==> config.mk <==
export PLATFORM = sky130hd
export DESIGN_NAME = gpio_wake_port
export DESIGN_NICKNAME = d
export VERILOG_FILES = /design/src/hdl/pin_sync.v /design/src/hdl/edge_detect.v /design/src/hdl/gpio_wake_port.v
export VERILOG_INCLUDE_DIRS = /design/src /design/src/hdl
export SDC_FILE = /design/constraint.sdc
export NUM_CORES = 1
export LEC_CHECK = 0
export BUFFER_PORTS_ARGS = -buffer_cell sky130_fd_sc_hd__buf_2
export CORE_UTILIZATION = 35
export DETAILED_ROUTE_END_ITERATION = 10
export PLACE_DENSITY = 0.54
export SYNTH_ARGS = -nofsm -noshare
export SYNTH_HDL_FRONTEND = slang
export SYNTH_SLANG_ARGS = --single-unit
==> constraint.sdc <==
create_clock -name mclk -period 3.8 [get_ports mclk]
set_clock_uncertainty 0.15 [all_clocks]
set_input_delay 0 -clock mclk [delete_from_list [all_inputs] [get_ports mclk]]
set_output_delay 0 -clock mclk [all_outputs]
set_load 0.01 [all_outputs]
==> src/hdl/gpio_wake_regs.vh <==
// Register map, field positions and reset values of the wake-capable pin port.
// Assumes word-aligned Avalon-MM access, data in the low byte of each word.
`ifndef GPIO_WAKE_REGS_VH
`define GPIO_WAKE_REGS_VH
`define NPINS           16
`define ADDR_W          8
// Register indices; byte address is four times the index
`define IDX_SER2_DATA   8'h4F
`define IDX_LED_DATA    8'h50
`define IDX_CFG_BASE    8'h00
`define IDX_WAKE_STS    8'h10
`define IDX_WAKE_EN     8'h12
`define IDX_GLB_EN      8'h14
`define IDX_MISC_STS    8'h15
`define IDX_ALT_SEL     8'h16
`define IDX_WAKE_OUT    8'h17
`define CFG_DIR         0
`define CFG_POL         1
`define CFG_ALT         2
`define CFG_OD          7
`define CFG_RST         8'h01
`define LED_PINS        2
`define LED_FIRST       8
`define EE_MASK         16'h0300
`endif

==> src/hdl/pin_sync.v <==
// Two-stage synchroniser for the pin inputs.
// Assumes pin levels are asynchronous to mclk.
module pin_sync #(
    parameter W = 16
) (
    input  wire         mclk,
    input  wire         rstn,
    input  wire [W-1:0] din,
    output reg  [W-1:0] dout
);
    reg [W-1:0] meta_q;
    always @(posedge mclk) begin
        if (!rstn) begin
            meta_q <= {W{1'b0}};
            dout   <= {W{1'b0}};
        end else begin
            meta_q <= din;
            dout   <= meta_q;
        end
    end
endmodule // pin_sync

==> src/hdl/edge_detect.v <==
// Rising and falling edge detector on synchronised pin levels.
// Assumes inputs are already in the mclk domain.
module edge_detect #(
    parameter W = 16
) (
    input  wire         mclk,
    input  wire         rstn,
    input  wire [W-1:0] lvl,
    output wire [W-1:0] rise,
    output wire [W-1:0] fall
);
    reg [W-1:0] prev_q;
    always @(posedge mclk) begin
        if (!rstn)
            prev_q <= {W{1'b0}};
        else
            prev_q <= lvl;
    end
    assign rise = lvl & ~prev_q;
    assign fall = ~lvl & prev_q;
endmodule // edge_detect

==> src/hdl/gpio_wake_port.v <==
// Pin port: serial-2 pins 0..7 and LED pins 8..9 with wake event logic.
// Assumes an Avalon-MM master on mclk and pad buffers resolving oe_n.
//
// The implementer's own choice: register access over Avalon-MM.
`include "gpio_wake_regs.vh"
module gpio_wake_port (
    input  wire                mclk,
    input  wire                rstn,
    input  wire [`ADDR_W+1:0]  address,
    input  wire                read,
    input  wire                write,
    input  wire [31:0]         writedata,
    input  wire [3:0]          byteenable,
    output reg  [31:0]         readdata,
    output reg                 waitrequest,
    input  wire [`NPINS-1:0]   pin_in,
    output reg  [`NPINS-1:0]   pin_out,
    output reg  [`NPINS-1:0]   pin_oe_n,
    input  wire [`NPINS-1:0]   alt_out,
    input  wire [`NPINS-1:0]   alt_oe,
    output reg  [`NPINS-1:0]   alt_in,
    output reg                 wake_event
);
    localparam ST_IDLE = 2'b00;
    localparam ST_ACK  = 2'b01;
    localparam ST_DONE = 2'b10;
    localparam [`NPINS-1:0] EE_PINS = `EE_MASK;

    reg  [7:0]          cfg_q [0:`NPINS-1];
    reg  [`NPINS-1:0]   data_q;
    reg  [`NPINS-1:0]   wake_sts_q;
    reg  [`NPINS-1:0]   wake_en_q;
    reg  [`NPINS-1:0]   misc_sts_q;
    reg  [`NPINS-1:0]   alt_sel_q;
    reg                 glb_en_q;
    reg  [1:0]          st_q;
    reg  [31:0]         rdata_d;
    wire [`NPINS-1:0]   lvl;
    wire [`NPINS-1:0]   rise;
    wire [`NPINS-1:0]   fall;
    wire [`NPINS-1:0]   dir_in;
    wire [`NPINS-1:0]   pol;
    wire [`NPINS-1:0]   od;
    wire [`NPINS-1:0]   ee_sel;
    wire [`NPINS-1:0]   wake_set;
    wire [`NPINS-1:0]   misc_set;
    wire [`NPINS-1:0]   adj_lvl;
    wire [`ADDR_W-1:0]  idx;
    wire                wr_go;
    wire                rd_go;
    wire                lane0;
    wire                take;
    wire [`NPINS-1:0]   sts_clr;
    wire [`NPINS-1:0]   misc_clr;
    wire [`NPINS-1:0]   out_val;
    wire [`NPINS-1:0]   alt_val;
    wire [7:0]          ser_wr;
    wire [7:0]          led_wr;
    wire [7:0]          ser_rd;
    wire [7:0]          led_rd;

    assign idx   = address[`ADDR_W+1:2];
    assign lane0 = byteenable[0];
    assign take  = (read || write) && (st_q == ST_IDLE);
    // Writes land at the edge where the master sees waitrequest low
    assign wr_go = write && lane0 && (st_q == ST_ACK);
    assign rd_go = read && (st_q == ST_IDLE);

    // Matches either word index of a 16-bit register: index base or base plus one
    function hit;
        input [`ADDR_W-1:0] a;
        input [`ADDR_W-1:0] b;
        begin
            hit = (a == b) || (a == b + 8'h01);
        end
    endfunction

    pin_sync #(.W(`NPINS)) u_sync (
        .mclk (mclk),
        .rstn (rstn),
        .din  (pin_in),
        .dout (lvl)
    );

    edge_detect #(.W(`NPINS)) u_edge (
        .mclk (mclk),
        .rstn (rstn),
        .lvl  (lvl),
        .rise (rise),
        .fall (fall)
    );

    genvar g;
    generate
        for (g = 0; g < `NPINS; g = g + 1) begin : g_pin
            assign dir_in[g]  = cfg_q[g][`CFG_DIR];
            assign pol[g]     = cfg_q[g][`CFG_POL];
            assign od[g]      = cfg_q[g][`CFG_OD];
            assign ee_sel[g]  = alt_sel_q[g] & EE_PINS[g];
            assign adj_lvl[g] = lvl[g] ^ pol[g];
            assign out_val[g] = data_q[g] ^ pol[g];
            assign alt_val[g] = alt_out[g] ^ pol[g];
            // Every port pin is wake-capable here
            // Edge chosen by polarity; outputs excluded unless either-edge
            assign wake_set[g] = ee_sel[g] ? (rise[g] | fall[g]) :
                                 (dir_in[g] & (pol[g] ? fall[g] : rise[g]));
            assign misc_set[g] = ee_sel[g] & (rise[g] | fall[g]);
        end
    endgenerate

    integer ic;
    integer ir;
    integer ip;

    // Places a write byte on the low or high half of a 16-bit register
    function [`NPINS-1:0] wdata16;
        input [`ADDR_W-1:0] off;
        begin
            wdata16 = off[0] ? {writedata[7:0], 8'h00} : {8'h00, writedata[7:0]};
        end
    endfunction

    function [`NPINS-1:0] wmask;
        input [`ADDR_W-1:0] off;
        begin
            wmask = off[0] ? 16'hFF00 : 16'h00FF;
        end
    endfunction

    // Written bits pass for outputs, inputs keep their old value
    function [7:0] keep_inputs;
        input [7:0] wd;
        input [7:0] old;
        input [7:0] is_in;
        begin
            keep_inputs = (wd & ~is_in) | (old & is_in);
        end
    endfunction

    // Inputs read the latched level, outputs the last written bit
    function [7:0] pin_view;
        input [7:0] lv;
        input [7:0] dat;
        input [7:0] is_in;
        begin
            pin_view = (lv & is_in) | (dat & ~is_in);
        end
    endfunction

    // Bus handshake: take when idle, answer one cycle, then recover
    always @(posedge mclk) begin
        if (!rstn) begin
            st_q        <= ST_IDLE;
            waitrequest <= 1'b1;
        end else begin
            case (st_q)
                ST_IDLE: begin
                    if (take) begin
                        st_q        <= ST_ACK;
                        waitrequest <= 1'b0;
                    end
                end
                ST_ACK: begin
                    st_q        <= ST_DONE;
                    waitrequest <= 1'b1;
                end
                ST_DONE: begin
                    st_q <= ST_IDLE;
                end
                default: begin
                    st_q        <= ST_IDLE;
                    waitrequest <= 1'b1;
                end
            endcase
        end
    end

    // Read data is registered from the read mux: taken at the take edge, held until the next read
    always @(posedge mclk) begin
        if (!rstn) begin
            readdata <= 32'h00000000;
        end else if (rd_go) begin
            readdata <= rdata_d;
        end
    end

    always @(posedge mclk) begin
        if (!rstn) begin
            for (ic = 0; ic < `NPINS; ic = ic + 1)
                cfg_q[ic] <= `CFG_RST;
        end else if (wr_go) begin
            for (ic = 0; ic < `NPINS; ic = ic + 1)
                if (idx == `IDX_CFG_BASE + ic[7:0])
                    cfg_q[ic] <= writedata[7:0];
        end
    end

    assign ser_wr = keep_inputs(writedata[7:0], data_q[7:0], dir_in[7:0]);
    assign led_wr = keep_inputs({6'h00, writedata[1:0]}, {6'h00, data_q[9:8]}, {6'h00, dir_in[9:8]});

    // Only bits of output pins take the written value
    always @(posedge mclk) begin
        if (!rstn) begin
            data_q <= {`NPINS{1'b0}};
        end else if (wr_go) begin
            if (idx == `IDX_SER2_DATA)
                data_q[7:0] <= ser_wr;
            if (idx == `IDX_LED_DATA)
                data_q[9:8] <= led_wr[1:0];
        end
    end

    always @(posedge mclk) begin
        if (!rstn) begin
            wake_en_q <= {`NPINS{1'b0}};
            alt_sel_q <= {`NPINS{1'b0}};
            glb_en_q  <= 1'b0;
        end else if (wr_go) begin
            if (hit(idx, `IDX_WAKE_EN))
                wake_en_q <= (wake_en_q & ~wmask(idx - `IDX_WAKE_EN)) | wdata16(idx - `IDX_WAKE_EN);
            if (idx == `IDX_ALT_SEL)
                alt_sel_q[9:8] <= writedata[1:0];
            if (idx == `IDX_GLB_EN)
                glb_en_q <= writedata[0];
        end
    end

    assign sts_clr  = (wr_go && hit(idx, `IDX_WAKE_STS)) ? wdata16(idx - `IDX_WAKE_STS) : {`NPINS{1'b0}};
    assign misc_clr = (wr_go && idx == `IDX_MISC_STS) ? {6'h00, writedata[1:0], 8'h00} : {`NPINS{1'b0}};

    // Set wins over a write-one clear in the same cycle
    always @(posedge mclk) begin
        if (!rstn) begin
            wake_sts_q <= {`NPINS{1'b0}};
            misc_sts_q <= {`NPINS{1'b0}};
        end else begin
            wake_sts_q <= (wake_sts_q & ~sts_clr) | wake_set;
            misc_sts_q <= (misc_sts_q & ~misc_clr) | misc_set;
        end
    end

    assign ser_rd = pin_view(adj_lvl[7:0], data_q[7:0], dir_in[7:0]);
    assign led_rd = pin_view({6'h00, adj_lvl[9:8]}, {6'h00, data_q[9:8]}, {6'h00, dir_in[9:8]});

    // Read mux; unmapped indices read zero
    always @* begin
        rdata_d = 32'h00000000;
        for (ir = 0; ir < `NPINS; ir = ir + 1)
            if (idx == `IDX_CFG_BASE + ir[7:0])
                rdata_d = {24'h000000, cfg_q[ir]};
        case (idx)
            `IDX_SER2_DATA: begin
                rdata_d = {24'h000000, ser_rd};
            end
            `IDX_LED_DATA: begin
                rdata_d = {24'h000000, led_rd};
            end
            `IDX_WAKE_STS: begin
                rdata_d = {24'h000000, wake_sts_q[7:0]};
            end
            `IDX_WAKE_STS + 8'h01: begin
                rdata_d = {24'h000000, wake_sts_q[15:8]};
            end
            `IDX_WAKE_EN: begin
                rdata_d = {24'h000000, wake_en_q[7:0]};
            end
            `IDX_WAKE_EN + 8'h01: begin
                rdata_d = {24'h000000, wake_en_q[15:8]};
            end
            `IDX_GLB_EN: begin
                rdata_d = {31'h00000000, glb_en_q};
            end
            `IDX_MISC_STS: begin
                rdata_d = {24'h000000, misc_sts_q[15:8]};
            end
            `IDX_ALT_SEL: begin
                rdata_d = {30'h00000000, alt_sel_q[9:8]};
            end
            `IDX_WAKE_OUT: begin
                rdata_d = {31'h00000000, wake_event};
            end
            default: begin
                rdata_d = rdata_d;
            end
        endcase
    end

    // Pad drive: either-edge pins float, other alternates bypass the data bit
    always @(posedge mclk) begin
        if (!rstn) begin
            pin_out  <= {`NPINS{1'b0}};
            pin_oe_n <= {`NPINS{1'b1}};
        end else begin
            for (ip = 0; ip < `NPINS; ip = ip + 1) begin
                if (ee_sel[ip]) begin
                    pin_out[ip]  <= 1'b0;
                    pin_oe_n[ip] <= 1'b1;
                end else if (alt_sel_q[ip]) begin
                    pin_out[ip]  <= alt_val[ip];
                    pin_oe_n[ip] <= ~(alt_oe[ip] & (~od[ip] | ~alt_val[ip]));
                end else begin
                    pin_out[ip]  <= out_val[ip];
                    pin_oe_n[ip] <= dir_in[ip] | (od[ip] & out_val[ip]);
                end
            end
        end
    end

    // Level handed to the alternate function; either-edge pins see the raw level
    always @(posedge mclk) begin
        if (!rstn) begin
            alt_in <= {`NPINS{1'b0}};
        end else begin
            alt_in <= (lvl & ee_sel) | (adj_lvl & alt_sel_q & ~ee_sel);
        end
    end

    always @(posedge mclk) begin
        if (!rstn)
            wake_event <= 1'b0;
        else
            wake_event <= glb_en_q & |(wake_sts_q & wake_en_q);
    end
endmodule // gpio_wake_port

==> impl_results.md, run 1 <==
- Status: finished clean
- Nets: 1,393
- Final HPWL DP: 26.5 mm
- Worst reg2reg path depth: 4
- Clk slew on worst S/H paths: 60 ps
- Setup ws final: 992 ps
- Post-Syn Area: 12,000 µm²
- Setup Crit Path Kind: in2reg
- CP Depth: 6
- First-pass GRT wire length: 56.0 mm
- Largest net degree at the start of global routing: 87
- Iter 0 DRT Violations: 1,017
- Final setup vio count: 0
- Leak: 5.11 nW
- Worst slew pin tran: 957 ps
- Fmax: 0.356 GHz
- Max-Cap Viols: 0
- Asr flop ratio synth: 0%
- Clock buffer depth: 3
- Hold/Removal Path Class: in2reg
- CORE AREA: 33,600 µm²
- Fin util: 41.8%
- Pre-CTS worst setup slack: 1050 ps
- Number of vias per cell: 5.34
- Final instance area: 14,000 µm²
- WP buf/inv: 2
- Root buffer cell: clkbuf_16
- Port bufs: 80
- Residual DRC: 0
- PD cells: 466 nW/µm²
- RSZ-0062 raised after global routing: no
- Cell row count: 67
- Clk_lat worst skew: 550 ps
- Initial Util: 35.7%
- Die Wd: 187 µm
- Dpl cells: 1,673
- Vias: 9,397
- Post-DR wirelength/cell: 21.1 µm
- Final hold slack: 32.8 ps
- Commonest non-fill, non-tap cells in the layout: 141 x dfxtp_1, 135 x nor2_1, 128 x nand2_1, 128 x edfxtp_1, 78 x buf_2
- Initial antenna violation count: 0
- Period Utilization, post-route: 73.9%
- Register bit total from synthesis: 269
- Sequential area share after synthesis: 55.5%
- TritonCTS Buffers: 29
- Worst setup EP type: flip-flop
- Data arrival, critical path: 2840 ps
- Antenna-violating nets left: 0
- Syn avg cell area: 10.1 µm²
- Layout overhead on the synthesized area: 16.9%
- Die Y: 187 µm
- Req. time, crit path: 3830 ps
- Hold depth: 6
- Gr ovfl total: 0
- Setup TNS: 0 ps
- Worst rel slew slack: 35.9%
- Maximum VDD drop: 0.000342 V
- Top_reg_cell synth: dfxtp_1
- CP Cell Sequence: dlygate4sd3_1 > buf_4 > nand2b_1 > nor2_1 > nand2_1 > nand2_1
- TritonCTS clock tree: done
- Final Max Slew Viols: 0
- Number of enable flip-flop cells after synthesis: 128
- Placed Area: 12,700 µm²
- Minimum clock period: 2810 ps
- Commonest non-fill, non-tap cell in the layout: dfxtp_1
- CTS sink cnt: 269
- Post-synth cell types: 70
- Final hold violations: 0
- Crit Path Max Fanout: 39
- Io pins: 180
- Die ar.: 35,100 µm²
- Gpl congestion: 0.906
- GR Util All Layers: 21.0%
- Final wirelength: 37.2 mm
- Pre-Repair DR Iteration Count: 5
- Post-Synthesis Cells: 1,188
- Share of cells above drive strength 1: 13.0%
- Largest stage delay, worst path: 560 ps
- Ant. Diodes: 0
- Tot Pwr: 6.54 mW
- Synth warn: 0
- CTS H-tree lvls: 1
- Via count of the first global-routing pass: 8,927
- Critical Path Most Common Cell: nand2_1
- Critical path's top delay family: simple AND/OR/NAND/NOR gates
- Nature of the critical path startpoint: primary input
- CTS resizes: 0
- Finished Layout Cells: 1,761
- Slowest cell on the critical path: nor2_1
## area by class of cell
class	instances	area, µm²
fill	3342	19600
sequential	269	6670
clock buffer	40	820
timing repair buffer	142	958
clock inverter	13	126
multi-input combinational	830	4840
inverter	19	71.3
tap	448	561
## worst register-to-register path, cell delays in order, from the launching register on
cell and delay, ps:
dfxtp_1 390, nand4b_1 350, nor2_1 590, nand2_1 410
nand2_1 520
## flip-flops by register name (all words and copies together) (netlist names), named ones only
name,cells
glb_en_q,1
st_q,2
wake_event,1
pin_oe_n,16
u_sync.dout,16
waitrequest,1
cfg_q,128
misc_sts_q,2
u_sync.meta_q,16
alt_in,2
alt_sel_q,2
u_edge.prev_q,16
pin_out,16
readdata,8
wake_sts_q,16
## synthesized netlist by cell type (18+ instances only)
master	number	area, µm²
o21ai_0	51	255
o22ai_1	24	150
a22oi_1	22	165
buf_2	22	110
a21oi_1	19	95.1
mux2i_1	50	500
nand2b_1	24	150
edfxtp_1	128	3840
nor2_1	135	507
and2_1	66	413
buf_4	38	285
nand3_1	53	265
nor2b_1	36	225
clkbuf_1	42	158
a21boi_0	21	158
nand2_1	128	480
dfxtp_1	141	2820
inv_1	18	67.6
## routing by layer
| metal | wire length, µm | up-vias | GRT usage (%) |
|---|---|---|---|
| li1 | - | 4333 | - |
| met1 | 16600 | 4577 | 29.7 |
| met2 | 17000 | 435 | 33.7 |
| met3 | 3080 | 52 | 3.60 |
| met4 | 612 | 0 | 4.10 |
| met5 | 0 | - | 0 |
## final timing paths
kind / from / to / slack (ps)
setup / recovery: address[2] / cfg_q[1][8] / 990
hold / removal: address[7] / alt_sel_q[9] / 30
setup reg to reg: st_q[0] / cfg_q[1][8] / 1050
hold reg to reg: u_sync.meta_q[7] / u_sync.dout[7] / 280
## power breakdown
group          internal (mW)  total, mW  switching [mW]  leakage, nW
Clock                   1.64       2.80            1.16        0.454
Sequential              3.15       3.23          0.0798         2.41
Combinational          0.182      0.505           0.323         2.24
## timing repair
action | 4_1_cts | 5_1_grt
hold endpoints to repair | 110 | 0
hold buffers | 35 | 0
buffers inserted | 0 | 0
## cell families (layout without fill, tap and decap cells)
kind of cell / count (synthesis) / in the layout / share of synthesized area [%]
adders and majority gates: 4 / 4 / 0.417
xor gates and xnor gates: 15 / 15 / 1.09
other: 1 / 38 / 0.0312
DFF: 269 / 269 / 55.5
AOI/OAI and AO/OA: 209 / 209 / 11.8
muxes: 59 / 59 / 5.11
buffers and inverters: 126 / 214 / 5.36
and+or+nand+nor: 505 / 505 / 20.7
(Power assumes the default switching activity.)
==> inputs of run 2 (changes only) <==
--- a/config.mk
+++ b/config.mk
@@ -9,7 +9,7 @@
 export BUFFER_PORTS_ARGS = -buffer_cell sky130_fd_sc_hd__buf_2
 export CORE_UTILIZATION = 35
 export DETAILED_ROUTE_END_ITERATION = 10
-export PLACE_DENSITY = 0.54
+export PLACE_DENSITY = 0.56
 export SYNTH_ARGS = -nofsm -noshare
 export SYNTH_HDL_FRONTEND = slang
 export SYNTH_SLANG_ARGS = --single-unit
==> constraint.sdc (replaced) <==
create_clock -name mclk -period 2.35 [get_ports mclk]
set_clock_uncertainty 0.15 [all_clocks]
set_input_delay 0 -clock mclk [delete_from_list [all_inputs] [get_ports mclk]]
set_output_delay 0 -clock mclk [all_outputs]
set_load 0.01 [all_outputs]
==> impl_results.md, run 2 (same netlist as run 1, synthesis figures left out) <==
- Fillers: 3,259 (-2.5%)
- Setup TNS: 0 ps (unchanged)
- Req. time, crit path: 2690 ps (-1140 ps)
- Vias: 9,546 (+1.6%)
- Worst reg2reg path depth: 7 (+3)
- Pre-Repair DR Iteration Count: 5 (unchanged)
- Dpl cells: 1,746 (+4.4%)
- Final wirelength: 38.7 mm (+3.8%)
- Worst slew pin tran: 699 ps (-258 ps)
- Pre-CTS worst setup slack: 242 ps (-807 ps)
- Final Max Slew Viols: 0 (unchanged)
- Status: finished clean
- Fmax: 0.459 GHz
- First-pass GRT wire length: 58.1 mm (+3.6%)
- Sequential cell area: 6670 µm² (unchanged)
- Root buffer cell: clkbuf_16
- Ant. Diodes: 0 (unchanged)
- Cell row count: 67 (unchanged)
- Share of cells above drive strength 1: 17.8% (+4.8 points)
- Max-Cap Viols: 0 (unchanged)
- Clk_lat worst skew: 550 ps (about the same)
- Hold/Removal Path Class: in2reg
- Final instance area: 14,700 µm² (+4.5%)
- Maximum VDD drop: 0.000521 V (+52%)
- Multi-input logic area: 4840 µm² (unchanged)
- Iter 0 DRT Violations: 808 (-21%)
- Layout overhead on the synthesized area: 22.2%
- Initial antenna violation count: 1 (+1)
- Clk slew on worst S/H paths: 70 ps (about the same)
- Nets: 1,462 (+5.0%)
- Crit Path Max Fanout: 14 (-64%)
- Commonest non-fill, non-tap cells in the layout: 141 x dfxtp_1, 135 x nor2_1, 128 x nand2_1, 128 x edfxtp_1, 95 x buf_4
- Post-DR wirelength/cell: 21.1 µm (-0.10%)
- Largest register FFs: 128 (unchanged)
- Period Utilization, post-route: 92.7%
- Setup ws final: 172 ps (-821 ps)
- Leak: 5.51 nW (+7.9%)
- Nature of the critical path startpoint: primary input
- Die ar.: 35,100 µm² (unchanged)
- Gr ovfl total: 0 (unchanged)
- Clock buffer depth: 3 (unchanged)
- PD cells: 727 nW/µm² (+56%)
- Data arrival, critical path: 2520 ps (-320 ps)
- Residual DRC: 0 (unchanged)
- Final HPWL DP: 28.8 mm (+8.7%)
- Setup Crit Path Kind: in2reg
- Number of vias per cell: 5.22 (-2.2%)
- Die Y: 187 µm (unchanged)
- Placed Area: 13,400 µm² (+5.0%)
- Commonest non-fill, non-tap cell in the layout: dfxtp_1
- CORE AREA: 33,600 µm² (unchanged)
- TritonCTS clock tree: done
- TritonCTS Buffers: 28 (-3.4%)
- Final hold violations: 0 (unchanged)
- Io pins: 180 (unchanged)
- CTS H-tree lvls: 1 (unchanged)
- Antenna-violating nets left: 0 (unchanged)
- Finished Layout Cells: 1,830 (+3.9%)
- Minimum clock period: 2180 ps
- Hold depth: 3 (-3)
- GR Util All Layers: 21.9% (+0.87 points)
- Port bufs: 80 (unchanged)
- Largest net degree at the start of global routing: 88 (+1.1%)
- Gpl congestion: 0.944 (+4.3%)
- Final setup vio count: 0 (unchanged)
- Largest reg by FF count: cfg_q
- RSZ-0062 raised after global routing: no
- Initial Util: 35.7% (unchanged)
- CTS resizes: 0 (unchanged)
- Worst rel slew slack: 53.1% (+17 points)
- Worst setup EP type: flip-flop
- Die Wd: 187 µm (unchanged)
- Via count of the first global-routing pass: 9,049 (+1.4%)
- CTS sink cnt: 269 (unchanged)
run 2: cell types whose count changed in the layout (fill, tap and decap cells not counted), sizes merged:
cell | before | now
buf | 107 | 180
dlygate4sd3 | 35 | 32
bufinv | 2 | 1
clkinvlp | 5 | 0
inv | 20 | 21
clkinv | 5 | 11
clkbuf | 40 | 38
run 2: critical path, cell delays in order:
cell	delay [ps]
dlygate4sd3_1	550
buf_2	160
or4_1	510
buf_4	190
nor2_2	140
buf_4	220
a31oi_1	110
o22ai_1	310
o21ai_0	160
a21oi_1	150
run 2: per-stage QoR:
stage	utilization [%]	hold slack, ps	power (mW)
after floorplan	-	-22.7	5.80
after global placement	39.8	54.8	6.17
after detailed placement	39.8	58.1	6.18
after CTS	43.6	18.5	10.8
after global routing	43.6	45.3	11.0
final	43.6	30.5	10.7
run 2: timing repair:
item / in CTS / in global routing
buffers inserted: 0 / 0
hold endpoints to repair: 186 / 0
hold buffers: 32 / 0
run 2: report_power, final:
group | switching, mW | internal [mW] | leakage (nW)
clock network | 1.85 | 2.70 | 0.493
logic | 0.540 | 0.355 | 2.61
registers | 0.127 | 5.10 | 2.41
total | 2.52 | 8.16 | 5.51
run 2: final timing paths:
| path | slack (ps) | from | endpoint |
|---|---|---|---|
| hold / removal | 30 | pin_in[3] | u_sync.meta_q[3] |
| hold reg to reg | 280 | u_sync.meta_q[9] | u_sync.dout[9] |
| setup reg to reg | 200 | st_q[0] | wake_sts_q[7] |
| setup / recovery | 170 | address[7] | readdata[2] |
run 2: routing by layer:
metal / part of all wire (%) / vias up / GRT usage (%)
met2: 46 / 402 / 34.5
met4: 2.3 / 2 / 6.21
met3: 6.7 / 56 / 3.10
li1: - / 4468 / -
met1: 45 / 4618 / 31.1
met5: 0.034 / - / 0
run 2: final cells by class:
class,count,share of cell area [%]
Multi-Input combinational cell,830,33.0
Inverter,19,0.486
Tap cell,448,3.82
Sequential cell,269,45.4
Clock inverter,14,0.674
Timing Repair Buffer,212,10.7
Clock buffer,38,5.94
==> inputs of run 3 (changes only) <==
--- a/config.mk
+++ b/config.mk
@@ -6,10 +6,11 @@
 export SDC_FILE = /design/constraint.sdc
 export NUM_CORES = 1
 export LEC_CHECK = 0
+export ABC_AREA = 1
 export BUFFER_PORTS_ARGS = -buffer_cell sky130_fd_sc_hd__buf_2
 export CORE_UTILIZATION = 35
 export DETAILED_ROUTE_END_ITERATION = 10
-export PLACE_DENSITY = 0.56
+export PLACE_DENSITY_LB_ADDON = 0.08
 export SYNTH_ARGS = -nofsm -noshare
 export SYNTH_HDL_FRONTEND = slang
 export SYNTH_SLANG_ARGS = --single-unit
==> impl_results.md, run 3 <==
- Status: finished clean
- Post-Syn Area: 11,500 µm² (-4.3%)
- Commonest non-fill, non-tap cell in the layout: nand2_1
- Number of vias per cell: 4.72 (-9.5%)
- GR Util met1: 30.1% (-1.1 points)
- Psw: 2.54 mW (+1.0%)
- Largest net degree at the start of global routing: 80 (-9.1%)
- Synth warn: 0 (unchanged)
- Nature of the critical path startpoint: primary input
- Initial antenna violation count: 0 (-1)
- Final instance area: 14,700 µm² (+0.33%)
- Fillers: 3,213 (-1.4%)
- Gr ovfl total: 0 (unchanged)
- Commonest non-fill, non-tap cells in the layout: 267 x nand2_1, 183 x inv_1, 165 x nor2_1
- Period Utilization, post-route: 97.2% (+4.5 points)
- GR Util All Layers: 22.0% (+0.14 points)
- Register bit total from synthesis: 269 (unchanged)
- Pre-Repair DR Iteration Count: 5 (unchanged)
- Ant. Diodes: 0 (unchanged)
- Worst rel slew slack: 47.7% (-5.4 points)
- Sequential area share after synthesis: 58.0% (+2.5 points)
- Final hold violations: 0 (unchanged)
- Gpl congestion: 0.854 (-9.6%)
- Final Max Slew Viols: 0 (unchanged)
- Vias: 9,488 (-0.61%)
- Antenna-violating nets left: 0 (unchanged)
- Io pins: 180 (unchanged)
- Final HPWL DP: 26.4 mm (-8.4%)
- Final setup vio count: 0 (unchanged)
- Post-synth cell types: 47 (-33%)
- Crit Path Max Fanout: 5 (-9)
- Share of power burned in registers: 47.1% (-1.9 points)
- Share of the synthesized area in the top cell type: 33.4% (+1.4 points)
- Net Sw Frac: 23.0% (-0.60 points)
- Iter 0 DRT Violations: 781 (-3.3%)
- Syn avg cell area: 8.83 µm² (-13%)
- Maximum VDD drop: 0.000563 V (+8.0%)
- Setup Crit Path Kind: in2reg
- Placed Area: 12,900 µm² (-3.7%)
- Minimum clock period: 2280 ps (+105 ps)
- Tot Pwr: 11.1 mW (+3.6%)
- Fmax: 0.438 GHz (-4.6%)
- Clk_lat worst skew: 560 ps (about the same)
- Logic gate share of total power: 6.7% (-1.7 points)
- CTS H-tree lvls: 1 (unchanged)
- Die Y: 183 µm (-2.1%)
- Most frequent cell after synthesis: nand2_1
- RSZ-0062 raised after global routing: yes
- Leak: 6.32 nW (+15%)
- Via count of the first global-routing pass: 9,049 (unchanged)
- Top_reg_cell synth: dfxtp_1
- Largest register FFs: 128 (unchanged)
- Max-Cap Viols: 0 (unchanged)
- Asr flop ratio synth: 0% (unchanged)
- Top cell type by total area after synthesis: edfxtp_1
- Largest reg by FF count: cfg_q
- Initial Util: 35.4% (-0.29 points)
- Cell row count: 66 (-1.5%)
- Pre-CTS worst setup slack: 61.5 ps (-181 ps)
- Worst slew pin tran: 782 ps (+82.6 ps)
- Clock buffer depth: 3 (unchanged)
- Worst setup EP type: flip-flop
- Hold/Removal Path Class: in2reg
- TritonCTS clock tree: done
- First-pass GRT wire length: 54.7 mm (-5.8%)
- Clk slew on worst S/H paths: 60 ps (about the same)
- Die ar.: 33,600 µm² (-4.2%)
- Port bufs: 80 (unchanged)
- Nets: 1,646 (+13%)
- Multi-input logic area: 3860 µm² (-20%)
- Finished Layout Cells: 2,010 (+9.8%)
- Number of enable flip-flop cells after synthesis: 128 (unchanged)
- Setup ws final: 66.5 ps (-105 ps)
- Clk pwr share: 46.3% (+3.7 points)
- Met2 Usage GRT: 35.9% (+1.4 points)
- GR peak layer: met2
- Final wirelength: 36.5 mm (-5.5%)
- TritonCTS Buffers: 31 (+11%)
- Residual DRC: 0 (unchanged)
- Dpl cells: 1,883 (+7.8%)
- Post-Synthesis Cells: 1,302 (+9.6%)
- Sequential cell area: 6670 µm² (about the same)
- Top cells by area, synth: edfxtp_1 33%, dfxtp_1 25%, nand2_1 8.8%
- Met3 Track Usage GR: 3.38% (+0.28 points)
- CORE AREA: 32,500 µm² (-3.5%)
- Setup TNS: 0 ps (unchanged)
- CTS sink cnt: 269 (unchanged)
- Req. time, crit path: 2680 ps (about the same)
- Root buffer cell: clkbuf_16
- Die Wd: 183 µm (-2.1%)
- Layout overhead on the synthesized area: 28.0%
- Internal power: 8.52 mW (+4.5%)
- Post-DR wirelength/cell: 18.2 µm (-14%)
- Post-synth top cells: 270 x nand2_1, 185 x inv_1, 172 x nor2_1
- PD cells: 751 nW/µm² (+3.3%)
- Share of cells above drive strength 1: 18.5% (+0.69 points)
- Data arrival, critical path: 2610 ps (+90 ps)
-- run 3: changes by cell type in the layout (fill, tap and decap cells not counted), moves of 30 or more --
cell | previous run | this run
nor2_1 | 135 | 165
mux2i_1 | 50 | 0
and2_1 | 66 | 0
nand2_1 | 128 | 267
nor2b_1 | 36 | 0
inv_1 | 19 | 183
a21oi_1 | 19 | 55
-- run 3: stage by stage --
| stage | hold WS [ps] | util, % |
|---|---|---|
| 3_5_place_dp | 36.1 | 39.7 |
| 3_3_place_gp | 34.4 | 39.7 |
| 4_1_cts | 4.20 | 45.0 |
| 6_report | 3.48 | 45.4 |
| 2_1_floorplan | -52.4 | - |
| 5_1_grt | 29.9 | 45.4 |
-- run 3: path summary, 6_finish.rpt --
path | start | endpoint | slack (ps) | cells after the start
max | address[3] | readdata[5] | 70 | 14
min reg2reg | u_sync.meta_q[13] | u_sync.dout[13] | 250 | 2
min | address[9] | flip-flop | 3 | 7
max reg2reg | cfg_q[0][1] | readdata[1] | 170 | 12
-- run 3: power by group through the flow --
stage	combinational, mW	clock [mW]	sequential [mW]
floorplan	0.365	0	5.28
finish	0.736	5.12	5.21
global placement	0.650	0	5.31
global route	0.808	5.41	5.23
detailed placement	0.649	0	5.31
CTS	0.725	5.22	5.21
-- run 3: what timing repair did --
item	CTS	global route
hold buffers	63	0
buffers inserted	0	8
resized for setup	0	22
hold endpoints to repair	152	0
endpoints found under the setup margin	0	11
-- run 3: cell type report --
type                    count  share of cell area, %
flip-flops and latches    269                   45.3
well taps                 442                   3.76
clock buffers              41                   5.93
repair buffers            244                   12.3
multi-input cells         806                   26.2
clock inverters            16                   1.50
inverters                 192                   4.95
-- run 3: worst max-delay path: stages --
cell and delay (ps):
buf_2 180, nor2_1 80, dlygate4sd3_1 570, buf_4 150, inv_1 110, nor2_4 60, buf_4 150, nand2_1 80
nand4_1 90, nor3_1 240, nand3_1 270, a31oi_1 390, nand2_1 120, a21oi_2 120
-- run 3: kinds of logic after synthesis --
group,share of synthesized area [%]
buffers and inverters,10.1
AOI/OAI and AO/OA,9.40
DFF,58.0
xor gates and xnor gates,0.914
adders and majority gates,0.435
other,0.0326
and+or+nand+nor,21.1
-- run 3: per-layer routing --
metal / vias to the layer above / wire (µm)
met3: 50 / 1860
met5: - / 0
li1: 4667 / -
met4: 0 / 1070
met1: 4489 / 16700
met2: 282 / 16900
